<file path="config.mk">
export PLATFORM = sky130hd
export DESIGN_NAME = dsc_loader
export DESIGN_NICKNAME = d
export VERILOG_FILES = /design/src/design/dsc_pkg.sv /design/src/design/dsc_stream_if.sv /design/src/design/dsc_loader.sv /design/src/design/dsc_sync.sv /design/src/design/dsc_fifo.sv
export SDC_FILE = /design/constraint.sdc
export NUM_CORES = 1
export LEC_CHECK = 0
export ABC_AREA = 1
export CORE_UTILIZATION = 57
export CTS_CLUSTER_DIAMETER = 100
export DETAILED_ROUTE_END_ITERATION = 6
export DONT_BUFFER_PORTS = 1
export PLACE_DENSITY = 0.77
export SYNTH_ARGS = -nofsm -noshare
export SYNTH_HDL_FRONTEND = slang
export SYNTH_SLANG_ARGS = --single-unit
</file>
<file path="constraint.sdc">
create_clock -name I_SYS_CLK -period 15.14 [get_ports I_SYS_CLK]
set_input_delay 3.028 -clock I_SYS_CLK [delete_from_list [all_inputs] [get_ports I_SYS_CLK]]
set_output_delay 3.028 -clock I_SYS_CLK [all_outputs]
set_load 0.005 [all_outputs]
</file>
<file path="src/design/dsc_pkg.sv">
package dsc_pkg;

  // ---------------------------------------------------------------
  // Frame layout
  // ---------------------------------------------------------------
  localparam int          SR_W      = 32;
  localparam int          CMD_HI    = 23;
  localparam int          CMD_LO    = 20;
  localparam int          CMD_W     = 4;
  localparam int          DATA_W    = 16;
  localparam int          ENTRY_W   = CMD_W + DATA_W;

  // Resolution of the converter: 16, 14 or 12 bits.
  localparam int          RES_BITS  = 16;
  localparam logic [15:0] DATA_MASK =
    16'(16'hFFFF << (DATA_W - RES_BITS));

  // ---------------------------------------------------------------
  // Buffering and synchroniser
  // ---------------------------------------------------------------
  localparam int          FIFO_DEPTH = 16;
  localparam int          SYNC_W     = 3;
  // Bit 1 is the select/load pin, idle high.
  localparam logic [2:0]  SYNC_RST   = 3'h2;

  // ---------------------------------------------------------------
  // Reset values
  // ---------------------------------------------------------------
  localparam logic [31:0] SR_RST     = 32'h0000_0000;
  localparam logic [15:0] WORD_RST   = 16'h0000;

  // ---------------------------------------------------------------
  // Commands and ranges
  // ---------------------------------------------------------------
  typedef enum logic [3:0] {
    CMD_LOAD_HOLD  = 4'h0,
    CMD_XFER       = 4'h1,
    CMD_LOAD_BOTH  = 4'h2,
    CMD_RNG_U5     = 4'h8,
    CMD_RNG_U10    = 4'h9,
    CMD_RNG_B5     = 4'hA,
    CMD_RNG_B10    = 4'hB,
    CMD_RNG_B2P5   = 4'hC,
    CMD_RNG_OFS    = 4'hD,
    CMD_NOP        = 4'hF
  } dsc_cmd_e;

  typedef enum logic [2:0] {
    RNG_U5   = 3'h0,
    RNG_U10  = 3'h1,
    RNG_B5   = 3'h2,
    RNG_B10  = 3'h3,
    RNG_B2P5 = 3'h4,
    RNG_OFS  = 3'h5
  } dsc_range_e;

  localparam dsc_range_e RANGE_RST = RNG_U5;

endpackage

</file>
<file path="src/design/dsc_stream_if.sv">
`timescale 1ns/10ps
interface dsc_stream_if #(
  parameter int W = 20
);
  logic         valid;
  logic         ready;
  logic [W-1:0] data;

  modport source (output valid, output data, input ready);
  modport sink   (input valid, input data, output ready);
endinterface

</file>
<file path="src/design/dsc_loader.sv">
`timescale 1ns/10ps
// What this block does
// - Shift serial input on clock rise while selected.
// - Serial output advances on each selected clock rise.
// - Select rising stops shifting, runs command nibble.
// - Plain frame is exactly 24 bits long.
// - Narrow variants ignore lowest data bits.
// - 32-bit shift register drives serial output.
// - Commands 0..2 load hold, transfer, both.
// - Commands 8..D load both and set range.
// - Command F and reserved codes change nothing.
// - Data word is last 16 bits shifted.
// - Zero pin resets every register immediately.
// - Reset gives 0-5V range and zero code.
// - Transfer after clear keeps output at zero.
// - Range changes only with a load of both words.
module dsc_loader
  import dsc_pkg::*;
(
  input  wire logic        I_SYS_CLK,
  input  wire logic        I_RSTN,
  input  wire logic        I_ASYNC_ZERO_N,
  input  wire logic        I_SERIAL_CLK,
  input  wire logic        I_SELECT_LOAD_N,
  input  wire logic        I_SERIAL_IN,
  input  wire logic        I_APPLY_READY,
  output logic             O_SERIAL_OUT,
  output logic             O_LOAD_READY,
  output logic             O_CMD_PENDING,
  output logic [15:0]      O_INPUT_HOLD,
  output logic [15:0]      O_DAC_WORD,
  output logic [2:0]       O_RANGE
);

  // ---------------------------------------------------------------
  // Reset and clear
  // ---------------------------------------------------------------
  // The zero pin joins the reset tree so it acts without the clock.
  // Its release is not synchronised; a release near a clock edge can
  // leave one register a cycle behind, which is harmless at zero code.
  logic rst_n;

  assign rst_n = I_RSTN & I_ASYNC_ZERO_N;

  // ---------------------------------------------------------------
  // Pin synchronisers and edge detection
  // ---------------------------------------------------------------
  logic [SYNC_W-1:0] pins_s;
  logic              sck_s;
  logic              sel_n_s;
  logic              sdi_s;
  logic              sck_prev_q;
  logic              sck_prev_d;
  logic              sel_prev_q;
  logic              sel_prev_d;
  logic              sck_rise;
  logic              load_pulse;

  dsc_sync #(
    .W       (SYNC_W),
    .RST_VAL (SYNC_RST)
  ) u_sync (
    .i_clk   (I_SYS_CLK),
    .i_rst_n (rst_n),
    .i_d     ({I_SERIAL_CLK, I_SELECT_LOAD_N, I_SERIAL_IN}),
    .o_q     (pins_s)
  );

  assign sck_s   = pins_s[2];
  assign sel_n_s = pins_s[1];
  assign sdi_s   = pins_s[0];

  assign sck_rise   = sck_s && !sck_prev_q;
  assign load_pulse = sel_n_s && !sel_prev_q;

  always_comb begin
    sck_prev_d = sck_s;
    sel_prev_d = sel_n_s;
  end

  always_ff @(posedge I_SYS_CLK or negedge rst_n) begin
    if (!rst_n) begin
      sck_prev_q <= SYNC_RST[2];
      sel_prev_q <= SYNC_RST[1];
    end else begin
      sck_prev_q <= sck_prev_d;
      sel_prev_q <= sel_prev_d;
    end
  end

  // ---------------------------------------------------------------
  // Input shift register
  // ---------------------------------------------------------------
  logic [SR_W-1:0] shift_q;
  logic [SR_W-1:0] shift_d;

  always_comb begin
    shift_d = shift_q;
    if (!sel_n_s && sck_rise) begin
      shift_d = {shift_q[SR_W-2:0], sdi_s};
    end
  end

  always_ff @(posedge I_SYS_CLK or negedge rst_n) begin
    if (!rst_n) begin
      shift_q <= SR_RST;
    end else begin
      shift_q <= shift_d;
    end
  end

  // The top stage is a flop, so the output moves with each shift.
  assign O_SERIAL_OUT = shift_q[SR_W-1];

  // ---------------------------------------------------------------
  // Command queue
  // ---------------------------------------------------------------
  // Frames that arrive faster than the output side applies them wait
  // here; a load while the queue is full is dropped, and the host can
  // watch the load-ready output to avoid that.
  dsc_stream_if #(.W(ENTRY_W)) frame_in ();
  dsc_stream_if #(.W(ENTRY_W)) frame_out ();

  // A 24-bit frame and the tail of a 32-bit frame share one layout.
  assign frame_in.valid = load_pulse;
  assign frame_in.data  = {shift_q[CMD_HI:CMD_LO],
                           shift_q[DATA_W-1:0] & DATA_MASK};
  assign frame_out.ready = I_APPLY_READY;

  dsc_fifo #(
    .W     (ENTRY_W),
    .DEPTH (FIFO_DEPTH)
  ) u_fifo (
    .i_clk   (I_SYS_CLK),
    .i_rst_n (rst_n),
    .s_in    (frame_in),
    .s_out   (frame_out)
  );

  assign O_LOAD_READY  = frame_in.ready;
  assign O_CMD_PENDING = frame_out.valid;

  // ---------------------------------------------------------------
  // Command execution
  // ---------------------------------------------------------------
  logic [15:0] hold_q;
  logic [15:0] hold_d;
  logic [15:0] code_q;
  logic [15:0] code_d;
  dsc_range_e  range_q;
  dsc_range_e  range_d;
  logic [3:0]  cmd;
  logic [15:0] word;
  logic        take;

  assign take = frame_out.valid && frame_out.ready;
  assign cmd  = frame_out.data[ENTRY_W-1:DATA_W];
  assign word = frame_out.data[DATA_W-1:0];

  always_comb begin
    hold_d  = hold_q;
    code_d  = code_q;
    range_d = range_q;
    if (take) begin
      unique case (cmd)
        CMD_LOAD_HOLD: begin
          hold_d = word;
        end
        CMD_XFER: begin
          code_d = hold_q;
        end
        CMD_LOAD_BOTH: begin
          hold_d = word;
          code_d = word;
        end
        CMD_RNG_U5, CMD_RNG_U10, CMD_RNG_B5,
        CMD_RNG_B10, CMD_RNG_B2P5, CMD_RNG_OFS: begin
          hold_d  = word;
          code_d  = word;
          range_d = dsc_range_e'(cmd[2:0]);
        end
        default: begin
          // No operation and reserved codes leave all state alone.
          hold_d = hold_q;
        end
      endcase
    end
  end

  always_ff @(posedge I_SYS_CLK or negedge rst_n) begin
    if (!rst_n) begin
      hold_q  <= WORD_RST;
      code_q  <= WORD_RST;
      range_q <= RANGE_RST;
    end else begin
      hold_q  <= hold_d;
      code_q  <= code_d;
      range_q <= range_d;
    end
  end

  assign O_INPUT_HOLD = hold_q;
  assign O_DAC_WORD   = code_q;
  assign O_RANGE      = range_q;

endmodule

</file>
<file path="src/design/dsc_sync.sv">
`timescale 1ns/10ps
module dsc_sync #(
  parameter int           W       = 1,
  parameter logic [W-1:0] RST_VAL = '0
) (
  input  wire logic         i_clk,
  input  wire logic         i_rst_n,
  input  wire logic [W-1:0] i_d,
  output logic      [W-1:0] o_q
);

  // ---------------------------------------------------------------
  // Two-flop synchroniser; only the second stage leaves the module.
  // ---------------------------------------------------------------
  logic [W-1:0] meta_q;
  logic [W-1:0] sync_q;

  always_ff @(posedge i_clk or negedge i_rst_n) begin
    if (!i_rst_n) begin
      meta_q <= RST_VAL;
      sync_q <= RST_VAL;
    end else begin
      meta_q <= i_d;
      sync_q <= meta_q;
    end
  end

  assign o_q = sync_q;

endmodule

</file>
<file path="src/design/dsc_fifo.sv">
`timescale 1ns/10ps
module dsc_fifo #(
  parameter int W     = 20,
  parameter int DEPTH = 16
) (
  input  wire logic   i_clk,
  input  wire logic   i_rst_n,
  dsc_stream_if.sink   s_in,
  dsc_stream_if.source s_out
);

  localparam int AW = $clog2(DEPTH);

  // ---------------------------------------------------------------
  // Storage and pointers
  // ---------------------------------------------------------------
  logic [W-1:0] mem_q [DEPTH];
  logic [W-1:0] mem_d [DEPTH];
  logic [AW:0]  wr_q;
  logic [AW:0]  wr_d;
  logic [AW:0]  rd_q;
  logic [AW:0]  rd_d;
  logic         full;
  logic         empty;
  logic         push;
  logic         pop;

  // The extra pointer bit tells a full ring from an empty one.
  assign empty = (wr_q == rd_q);
  assign full  = (wr_q[AW] != rd_q[AW]) &&
                 (wr_q[AW-1:0] == rd_q[AW-1:0]);
  assign push  = s_in.valid && !full;
  assign pop   = s_out.ready && !empty;

  assign s_in.ready  = !full;
  assign s_out.valid = !empty;
  assign s_out.data  = mem_q[rd_q[AW-1:0]];

  always_comb begin
    mem_d = mem_q;
    wr_d  = wr_q;
    rd_d  = rd_q;
    if (push) begin
      mem_d[wr_q[AW-1:0]] = s_in.data;
      wr_d                = wr_q + 1'b1;
    end
    if (pop) begin
      rd_d = rd_q + 1'b1;
    end
  end

  always_ff @(posedge i_clk or negedge i_rst_n) begin
    if (!i_rst_n) begin
      mem_q <= '{default: '0};
      wr_q  <= '0;
      rd_q  <= '0;
    end else begin
      mem_q <= mem_d;
      wr_q  <= wr_d;
      rd_q  <= rd_d;
    end
  end

endmodule

</file>
# [Word level (Yosys, flattened, before mapping)]
# Cells that the tools add are included.
[classes] add_sub_neg=2 n_lt_le_gt_ge=3 eq_ne=11 muxes=7 bitwise=3 reduce_logical=20
[ops] operator="$bwmux 320" n=1
[ops] operator="$bmux 20 s4" n=1
[ops] operator="$demux 20 s4" n=1
[ops] operator="$mux 20" n=3
[ops] operator="$pmux 16 s2" n=1
[ops] operator="$eq 4x4->1 const B" n=6
[ops] operator="$add 5x1->5 const B" n=2
[ops] operator="$ge 5x5->1 const B" n=2
[ops] operator="$not 4->5" n=2
[ops] operator="$reduce_or 8->1" n=1
[ops] operator="$logic_and 1x1->1" n=7
[ops] operator="$reduce_or 7->1" n=1
[ops] operator="$reduce_and 2->1" n=3
[ops] operator="$reduce_or 6->1" n=1
[ops] operator="$eq 5x5->1" n=1
[ops] operator="$logic_not 1->1" n=5
[ops] operator="$lt 5x1->1 const B" n=1
[ops] operator="$eq 4x1->1 const B" n=1
[ops] operator="$eq 4x2->1 const B" n=1
[ops] operator="$eq 4x4->1" n=1
[ops] operator="$logic_not 4->1" n=1
[ops] operator="$reduce_bool 2->1" n=1
[ops] operator="$and 1x1->1" n=1
[ops] operator="$ne 1x1->1" n=1
[word_totals] ff_bits=405 in_bits=7 out_inout_bits=38 wordCells=72

# [Logic depth before layout (Yosys ltp)]
# Gate-level depths: netlist of the first run.
[depth] ltp_word=8 mapped_depth=18

# [Cells and area by module]
# From an unflattened synthesis of the first run, not the netlist that was laid out.
[unflattened] hier_cells=2614 area_unflattened_um2=20183.1
[modules_own_cells] mod="dsc_fifo" instances=1 cells_per_inst=2266 area_each_um2=17093.9 seq_area_each_um2=8257.9
[modules_own_cells] mod="dsc_loader" instances=1 cells_per_inst=342 area_each_um2=2936.6 seq_area_each_um2=1727.9
[modules_own_cells] mod="dsc_sync" instances=1 cells_per_inst=6 area_each_um2=152.6 seq_area_each_um2=152.6

# [Worst setup path before layout of the first run]
# No wires, ideal clock.
[synth_path] path_type="register to output" start="register u_fifo.rd_q[0]" end="output O_CMD_PENDING" arrival_time_ps=1087 t_required_ps=12112 setup_slack_ps=11025 stages_incl_launch_ff=6 cell_sequence="dfrtp_1 -> buf_6 -> buf_6 -> xor2_1 -> nor4_2 -> nand2_1"
[synth_between] elab_chain_len=2
[synth_lines] item="from (decl)" line="dsc_fifo.sv:21" text="logic [AW:0] rd_q;"
[synth_lines] item="from (signal assigned)" line="dsc_fifo.sv:60" text="rd_q <= rd_d;"
[synth_lines] item="$eq 5x5->1" line="dsc_fifo.sv:29" text="assign empty = (wr_q == rd_q);"
[synth_lines] item="$logic_not 1->1" line="dsc_fifo.sv:36" text="assign s_out.valid = !empty;"
[synth_lines] item="to (decl)" line="dsc_loader.sv:29" text="output logic O_CMD_PENDING,"
# Every way passes these cells.

# [Worst setup path after layout of the first run]
[layout_path] start="register u_fifo.rd_q[1]" end="output O_CMD_PENDING"
# Same word-level chain as after synthesis.

==> key figures, run 1 <==
STA
  • Final Skew: 0.0252 ns
  • Worst-Margin Slew: 0.985 ns
  • Final Hold Fails: 0
  • Setup TNS: 0 ns
  • RSZ-0062 raised after global routing: false
  • Final hold slack: 0.356 ns
  • Slew Viols, Final: 0
  • Fmax: about 190 MHz
  • Final min period: 5.21 ns
  • Period Utilization, post-route: 34.4%
  • Final setup viols: 0
  • Max transition margin: 34.3%

Die
  • Die span in x: approximately 180 µm
  • Die area: 32300 µm²
  • CORE AREA: 30800 µm²
  • Die height: 180 µm
  • Num rows: 64
  • Initial Util: 58.5%
  • I/O Pins: 45

Clocking
  • Max Buffers Root-to-Sink: 3
  • # resized after CTS: 0
  • Setup Buffers After CTS: 0
  • CTS Buf Count: 42
  • Reg clk slew, reported paths: roughly 0.060 ns
  • Skew-Pair Late Insertion Delay: around 0.54 ns
  • Clock Root Buffer: clkbuf_16
  • Htree depth: 2
  • CTS tree: built
  • Hold_buf cts: 0
  • # clock sinks: 405

Synthesis
  • Syn Nets: 2162
  • Synth Cell Area: 18000 µm²
  • Seq/Total Area, Yosys: 56.3%
  • Yosys warns: 0
  • Yosys reg bits: 405
  • Gate count after technology mapping: approximately 2200
  • Syn_area_per_cell: 8.38 µm²
  • Synth cell types: 31

Global routing
  • Total track usage: 28.9%
  • First-pass GRT wire length: 74400 µm
  • Largest net degree at the start of global routing: around 130
  • Antenna violations before repair: 0
  • Vias in the first global route: 13677
  • Overflow after GRT: 0

Power and ir drop
  • Pwr dens: 205 nW/µm²
  • Maximum VDD drop: 138 µV
  • Leakage: 8.95 nW
  • Power Total: approximately 4 mW

Setup path
  • CP max-delay cell: dfrtp_4
  • CP max stage delay: 0.98 ns
  • Arrival time at the worst endpoint: roughly 2.2 ns
  • Crit start category: flip-flop
  • Reg2reg setup slack: 11.28 ns
  • Reg2reg end: O_INPUT_HOLD[8]
  • CP required: 12.11 ns
  • Crit path cell chain: xor2_1 > nor4_2 > nand2_1
  • Worst r2r path cells: 16
  • Reg2reg start: u_fifo.rd_q[0]
  • Nature of the critical path endpoint: output port
  • Setup CP Type: reg2out
  • Crit-path max FO: 71

Placement
  • RePlAce Congestion: 0.822
  • Input/output buffers: 0
  • Placed Cells: between 2000 and 2500
  • Final HPWL DP: approximately 25000 µm

Worst hold path
  • Hold Path Origin: u_sync.meta_q[2]
  • Hold WC Path Type: reg2reg
  • Worst Hold Endpoint: u_sync.o_q[2]
  • Hold depth: 0

Final layout
  • Filler Cell Count: approximately 2500
  • Sequential cell area: about 10000 µm²
  • Area Growth Syn to Fin: 7.05%
  • Area of the multi-input gates: 6830 µm²
  • # diodes: 0
  • Share of layout cells above drive strength 1: 5.83%
  • Non-filler cells, final: 2489
  • Nets: 2073

Outcome
  • Status: finished with violations
  • Failing checks: DRC

Detailed routing
  • Routed len/inst: 18.4 µm
  • Total wire length: 45800 µm
  • Vias/cell: 5.91
  • DR vias: 14721
  • TritonRoute pass-1 iters: 7
  • Final ANT Viol Nets: 0
  • Drc violations: 9
  • Initial DRC Count: 1747

Job
  • Max Cap Violations: 0
==> stage by stage <==
stage | util [%] | area [µm²] | worst slack (ns)
2_1_floorplan | - | 18000 | 0.848
3_3_place_gp | 58.3 | 18000 | 9.53
3_5_place_dp | 58.3 | 18000 | 9.50
4_1_cts | 62.6 | 19300 | 9.96
5_1_grt | 62.6 | 19300 | 9.70
6_report | 62.6 | 19300 | 9.93
==> cell families (layout without fill, tap and decap cells) <==
| family | Yosys count | after routing | synth area share, % |
|---|---|---|---|
| buffers and inverters | 230 | 173 | 5.82 |
| DFF | 405 | 405 | 56.3 |
| AOI/OAI and AO/OA | 566 | 566 | 16.5 |
| xor gates and xnor gates | 13 | 13 | 0.632 |
| and+or+nand+nor | 929 | 929 | 20.3 |
| adders and majority gates | 5 | 5 | 0.347 |
| muxes | 2 | 2 | 0.125 |
==> worst max-delay path: cells and delay by family (launching register included) <==
kind / cells / cell delay (ns)
simple gates: 2 / 0.48
flops: 1 / 0.98
xor+xnor: 1 / 0.16
==> state kept, by name, indices dropped and copies added, names as in the netlist, 3 cells and up <==
| register | count |
|---|---|
| O_INPUT_HOLD | 16 |
| O_DAC_WORD | 16 |
| shift_q | 32 |
| u_fifo.wr_q | 5 |
| u_fifo.mem_q | 320 |
| u_sync.o_q | 3 |
| u_fifo.rd_q | 5 |
| O_RANGE | 3 |
| u_sync.meta_q | 3 |
==> area by class of cell <==
| type | count | share of cell area (%) |
|---|---|---|
| clock buffers | 68 | 6.53 |
| clock inverters | 8 | 0.370 |
| inverters | 67 | 1.36 |
| multi-input cells | 1515 | 35.4 |
| flip-flops and latches | 405 | 52.6 |
| well taps | 396 | 2.57 |
| repair buffers | 30 | 1.17 |
==> synthesized netlist by cell type <==
library cell | instances | area share [%]
a21oi_4 | 1 | 0.090
buf_6 | 8 | 0.50
inv_2 | 8 | 0.17
xor2_1 | 11 | 0.53
inv_1 | 59 | 1.2
nand2_1 | 630 | 13
nand3_4 | 1 | 0.097
dfrtp_1 | 402 | 56
o211ai_1 | 26 | 1.1
buf_2 | 62 | 1.7
nand3_1 | 77 | 2.1
o21ai_0 | 420 | 12
o22ai_1 | 38 | 1.3
o21bai_1 | 6 | 0.25
nand3b_1 | 1 | 0.042
clkbuf_1 | 78 | 1.6
nor2_2 | 1 | 0.035
mux2_2 | 2 | 0.12
nand2_2 | 7 | 0.24
nand2_4 | 3 | 0.19
nor4_2 | 1 | 0.069
dfstp_2 | 3 | 0.44
xnor2_1 | 2 | 0.097
nor2_4 | 1 | 0.062
o21ai_1 | 68 | 1.9
a21oi_1 | 6 | 0.17
buf_1 | 2 | 0.042
buf_4 | 13 | 0.54
nor2_1 | 207 | 4.3
o21ai_2 | 1 | 0.049
ha_1 | 5 | 0.35
==> report_power, final <==
part	total [mW]	leakage (nW)	switching [mW]	internal (mW)
sequential	1.48	5.47	0.172	1.31
combinational	1.47	2.83	1.03	0.439
clock	1.00	0.652	0.416	0.585
==> worst max-delay path by stage <==
stage	startpoint	endpoint	depth (start not counted)
2_1_floorplan	I_RSTN	O_DAC_WORD[0]	2
3_3_place_gp	I_RSTN	u_fifo.mem_q[30]	4
3_5_place_dp	I_RSTN	u_fifo.mem_q[30]	4
4_1_cts	u_fifo.rd_q[1]	O_CMD_PENDING	3
5_1_grt	I_RSTN	u_fifo.mem_q[180]	4
6_report	u_fifo.rd_q[1]	O_CMD_PENDING	3
==> layer usage <==
metal	vias up	GRT usage, %	part of all wire (%)
li1	6851	-	-
met1	7148	38.5	41
met2	633	47.2	47
met3	89	6.50	8.9
met4	0	9.03	2.8
met5	-	0	0
==> placed cells by master (no fill, tap or decap), types with 2 or more instances in the layout <==
cell	n
a21oi_1	6
buf_4	30
clkbuf_1	16
clkbuf_16	43
clkbuf_8	9
clkinv_2	5
dfrtp_1	400
dfrtp_4	2
dfstp_2	3
ha_1	5
inv_1	58
inv_2	7
mux2_2	2
nand2_1	630
nand2_2	7
nand2_4	3
nand3_1	77
nor2_1	207
o211ai_1	26
o21ai_0	420
o21ai_1	68
o21bai_1	6
o22ai_1	38
xnor2_1	2
xor2_1	11
No activity file was read; power rests on OpenSTA's default activity.
==> run 2, diff against run 1 <==
==> constraint.sdc (replaced) <==
create_clock -name I_SYS_CLK -period 4.6 [get_ports I_SYS_CLK]
set_input_delay 0.92 -clock I_SYS_CLK [delete_from_list [all_inputs] [get_ports I_SYS_CLK]]
set_output_delay 0.92 -clock I_SYS_CLK [all_outputs]
set_load 0.005 [all_outputs]
==> run 2 against run 1 <==
Compared with the run above: first-iteration DRC count is 11% lower; sequential share of layout area is 0.60 points lower; critical path type is now reg2reg; cell area increased by 1.1%; non-clock buffer count rose by 6; the flow still finishes with violations (DRC).
==> key figures, run 2 (synthesis results as in run 1) <==
Outcome
  • Status: finished with violations (unchanged)
  • Failing checks: DRC (unchanged)

Detailed routing
  • Initial DRC Count: 1563 (was 1747)
  • TritonRoute pass-1 iters: 7 (unchanged)
  • Final ANT Viol Nets: 0 (unchanged)
  • Drc violations: 12 (was 9)
  • M1 WL: 19800 µm (was 18900 µm)
  • Total wire length: 46700 µm (was 45800 µm)
  • Met2 wire length: 21600 µm (about the same)
  • Highest routing layer actually used: met4 (unchanged)
  • Met3 wire length: 4020 µm (was 4070 µm)
  • Vias/cell: 5.92 (was 5.91)
  • Routed len/inst: 18.7 µm (was 18.4 µm)
  • DR vias: 14752 (was 14721)

Clocking
  • Max Buffers Root-to-Sink: 3 (unchanged)
  • Htree depth: 2 (unchanged)
  • Setup Buffers After CTS: 0 (unchanged)
  • # clock sinks: 405 (unchanged)
  • Reg clk slew, reported paths: 0.06 ns (about the same)
  • CTS tree: built (unchanged)
  • # resized after CTS: 0 (unchanged)
  • Clock Root Buffer: clkbuf_16 (unchanged)
  • Skew-Pair Late Insertion Delay: 0.55 ns (was 0.54 ns)
  • CTS Buf Count: 42 (unchanged)
  • Hold_buf cts: 0 (unchanged)

STA
  • Setup TNS: 0 ns (unchanged)
  • RSZ-0062 raised after global routing: false (unchanged)
  • Final hold slack: 0.345 ns (was 0.356 ns)
  • Period Utilization, post-route: 67.0%
  • Final min period: 3.08 ns
  • Final Hold Fails: 0 (unchanged)
  • Fmax: about 320 MHz
  • Max transition margin: 30.6% (was 34.3%)
  • Worst-Margin Slew: 1.04 ns (was 0.985 ns)
  • Slew Viols, Final: 0 (unchanged)
  • Final Skew: 0.0289 ns (was 0.0252 ns)
  • Final setup viols: 0 (unchanged)

Final layout
  • Most common cell after layout, fill and taps aside: nand2_1 (unchanged)
  • Nets: 2079 (was 2073)
  • Regs by FF count: u_fifo.mem_q: 320 flops, shift_q: 32 flops (unchanged)
  • Top reg by flops: u_fifo.mem_q (unchanged)
  • Area Growth Syn to Fin: 8.28% (was 7.05%)
  • Filler Cell Count: 2545 (was 2523)
  • Share of layout cells above drive strength 1: 6.26% (was 5.83%)
  • Max reg flops: 320 (unchanged)
  • Most frequent cells in the layout: 629 x nand2_1, 420 x o21ai_0, 400 x dfrtp_1, 207 x nor2_1, 77 x nand3_1 (was 630 x nand2_1, 420 x o21ai_0, 400 x dfrtp_1, 207 x nor2_1, 77 x nand3_1)
  • # diodes: 0 (unchanged)

Die
  • Die span in x: 180 µm (unchanged)
  • Initial Util: 58.5% (unchanged)
  • Num rows: 64 (unchanged)
  • Die area: 32300 µm² (unchanged)
  • CORE AREA: 30800 µm² (unchanged)
  • I/O Pins: 45 (unchanged)
  • Die height: 180 µm (unchanged)

Power and ir drop
  • Power Total: 13.2 mW (was 3.95 mW)
  • Maximum VDD drop: 425 µV (was 138 µV)
  • Pwr dens: 679 nW/µm² (was 205 nW/µm²)
  • Leakage: 9.05 nW (was 8.95 nW)

Job
  • Max Cap Violations: 0 (unchanged)

Setup path
  • CP max-delay cell: buf_4 (was dfrtp_4)
  • Worst r2r path cells: 13 (was 16)
  • Crit start category: flip-flop (unchanged)
  • Crit path max-delay family: simple AND/OR/NAND/NOR gates (was flip-flops)
  • Crit-path max FO: 78 (was 71)
  • CP max stage delay: 0.75 ns (was 0.98 ns)
  • Setup CP Type: reg2reg (was reg2out)
  • Arrival time at the worst endpoint: 3.56 ns (was 2.18 ns)
  • CP required: 5.08 ns (was 12.11 ns)
  • Reg2reg end: O_DAC_WORD[6] (was O_INPUT_HOLD[8])
  • Crit path cell chain: buf_4 > nand2_1 > nand2_1 > nand2_1 > nand2_1 > inv_2 > nand2_2 > inv_2 > nor2_1 > nand2_1 > a21oi_4 > nand2_1 > nand2_1 (was xor2_1 > nor4_2 > nand2_1)
  • Reg2reg start: u_fifo.rd_q[1] (was u_fifo.rd_q[0])
  • Nature of the critical path endpoint: flip-flop (was output port)
  • CP bufs+invs: 3 (was 0)
  • CP most frequent cell: nand2_1
  • Reg2reg setup slack: 1.52 ns (was 11.28 ns)

Placement
  • Final HPWL DP: 26900 µm (was 25300 µm)
  • Input/output buffers: 0 (unchanged)
  • RePlAce Congestion: 0.807 (was 0.822)

Global routing
  • First-pass GRT wire length: 76400 µm (was 74400 µm)
  • Vias in the first global route: 14323 (was 13677)
  • Overflow after GRT: 0 (unchanged)
  • Largest net degree at the start of global routing: 103 (was 128)
  • Antenna violations before repair: 1 (was 0)
  • Total track usage: 29.5% (was 28.9%)

Worst hold path
  • Worst Hold Endpoint: u_sync.o_q[0] (was u_sync.o_q[2])
  • Hold WC Path Type: reg2reg (unchanged)
  • Hold depth: 0 (unchanged)
  • Hold Path Origin: u_sync.meta_q[0] (was u_sync.meta_q[2])
[run 2: cell count changes in the layout (fill, tap and decap cells not counted)]
cell / before / now
buf_4: 30 / 29
clkbuf_8: 9 / 11
bufinv_16: 1 / 4
clkinvlp_4: 1 / 2
nand2_1: 630 / 629
clkbuf_1: 16 / 9
inv_8: 1 / 0
buf_12: 0 / 7
clkinv_2: 5 / 2
nand2_8: 0 / 1
[run 2: worst register-to-register path, stage by stage (launching register included)]
cell     delay, ns
dfrtp_4       0.71
buf_4         0.75
nand2_1       0.16
nand2_1       0.10
nand2_1       0.06
nand2_1       0.12
inv_2         0.04
nand2_2       0.15
inv_2         0.07
nor2_1        0.08
nand2_1       0.13
a21oi_4       0.40
nand2_1       0.13
nand2_1       0.09
[run 2: power breakdown]
part | internal (mW) | switching (mW) | total [mW]
registers | 4.32 | 0.559 | 4.87
logic | 1.46 | 3.43 | 4.90
clock network | 2.11 | 1.37 | 3.47
total | 7.88 | 5.36 | 13.2
[run 2: metrics by stage]
stage	util (%)	cell area, µm²	setup WS (ns)	std cells
floorplan	-	18000	-1.80	2150
global placement	58.7	18100	1.69	2419
detailed placement	58.7	18100	1.64	2419
CTS	63.3	19500	1.55	2490
global route	63.3	19500	1.31	2490
finish	63.3	19500	1.52	2490
[run 2: how the worst max path moves through the flow]
stage / start / endpoint / slack [ns] / cells past startpoint
2_1_floorplan: I_RSTN / O_DAC_WORD[0] / -1.80 / 2
5_1_grt: u_fifo.rd_q[1] / O_DAC_WORD[6] / 1.31 / 13
3_5_place_dp: u_fifo.rd_q[1] / O_DAC_WORD[10] / 1.64 / 11
4_1_cts: u_fifo.rd_q[1] / O_DAC_WORD[6] / 1.55 / 13
6_report: u_fifo.rd_q[1] / O_DAC_WORD[6] / 1.52 / 13
3_3_place_gp: u_fifo.rd_q[0] / O_INPUT_HOLD[1] / 1.69 / 12
[run 2: layer usage]
metal / up-vias / global-route usage, %
met3: 101 / 6.48
met2: 615 / 47.7
met5: - / 0
li1: 6857 / -
met1: 7179 / 39.7
met4: 0 / 9.90
[run 2: cell type report]
| class | instances | area [µm²] | area share (%) |
|---|---|---|---|
| repair buffers | 36 | 358 | 1.83 |
| clock buffers | 63 | 1260 | 6.46 |
| multi-input cells | 1515 | 6850 | 35.1 |
| clock inverters | 8 | 146 | 0.750 |
| well taps | 396 | 495 | 2.54 |
| flip-flops and latches | 405 | 10100 | 52.0 |
| inverters | 67 | 258 | 1.32 |
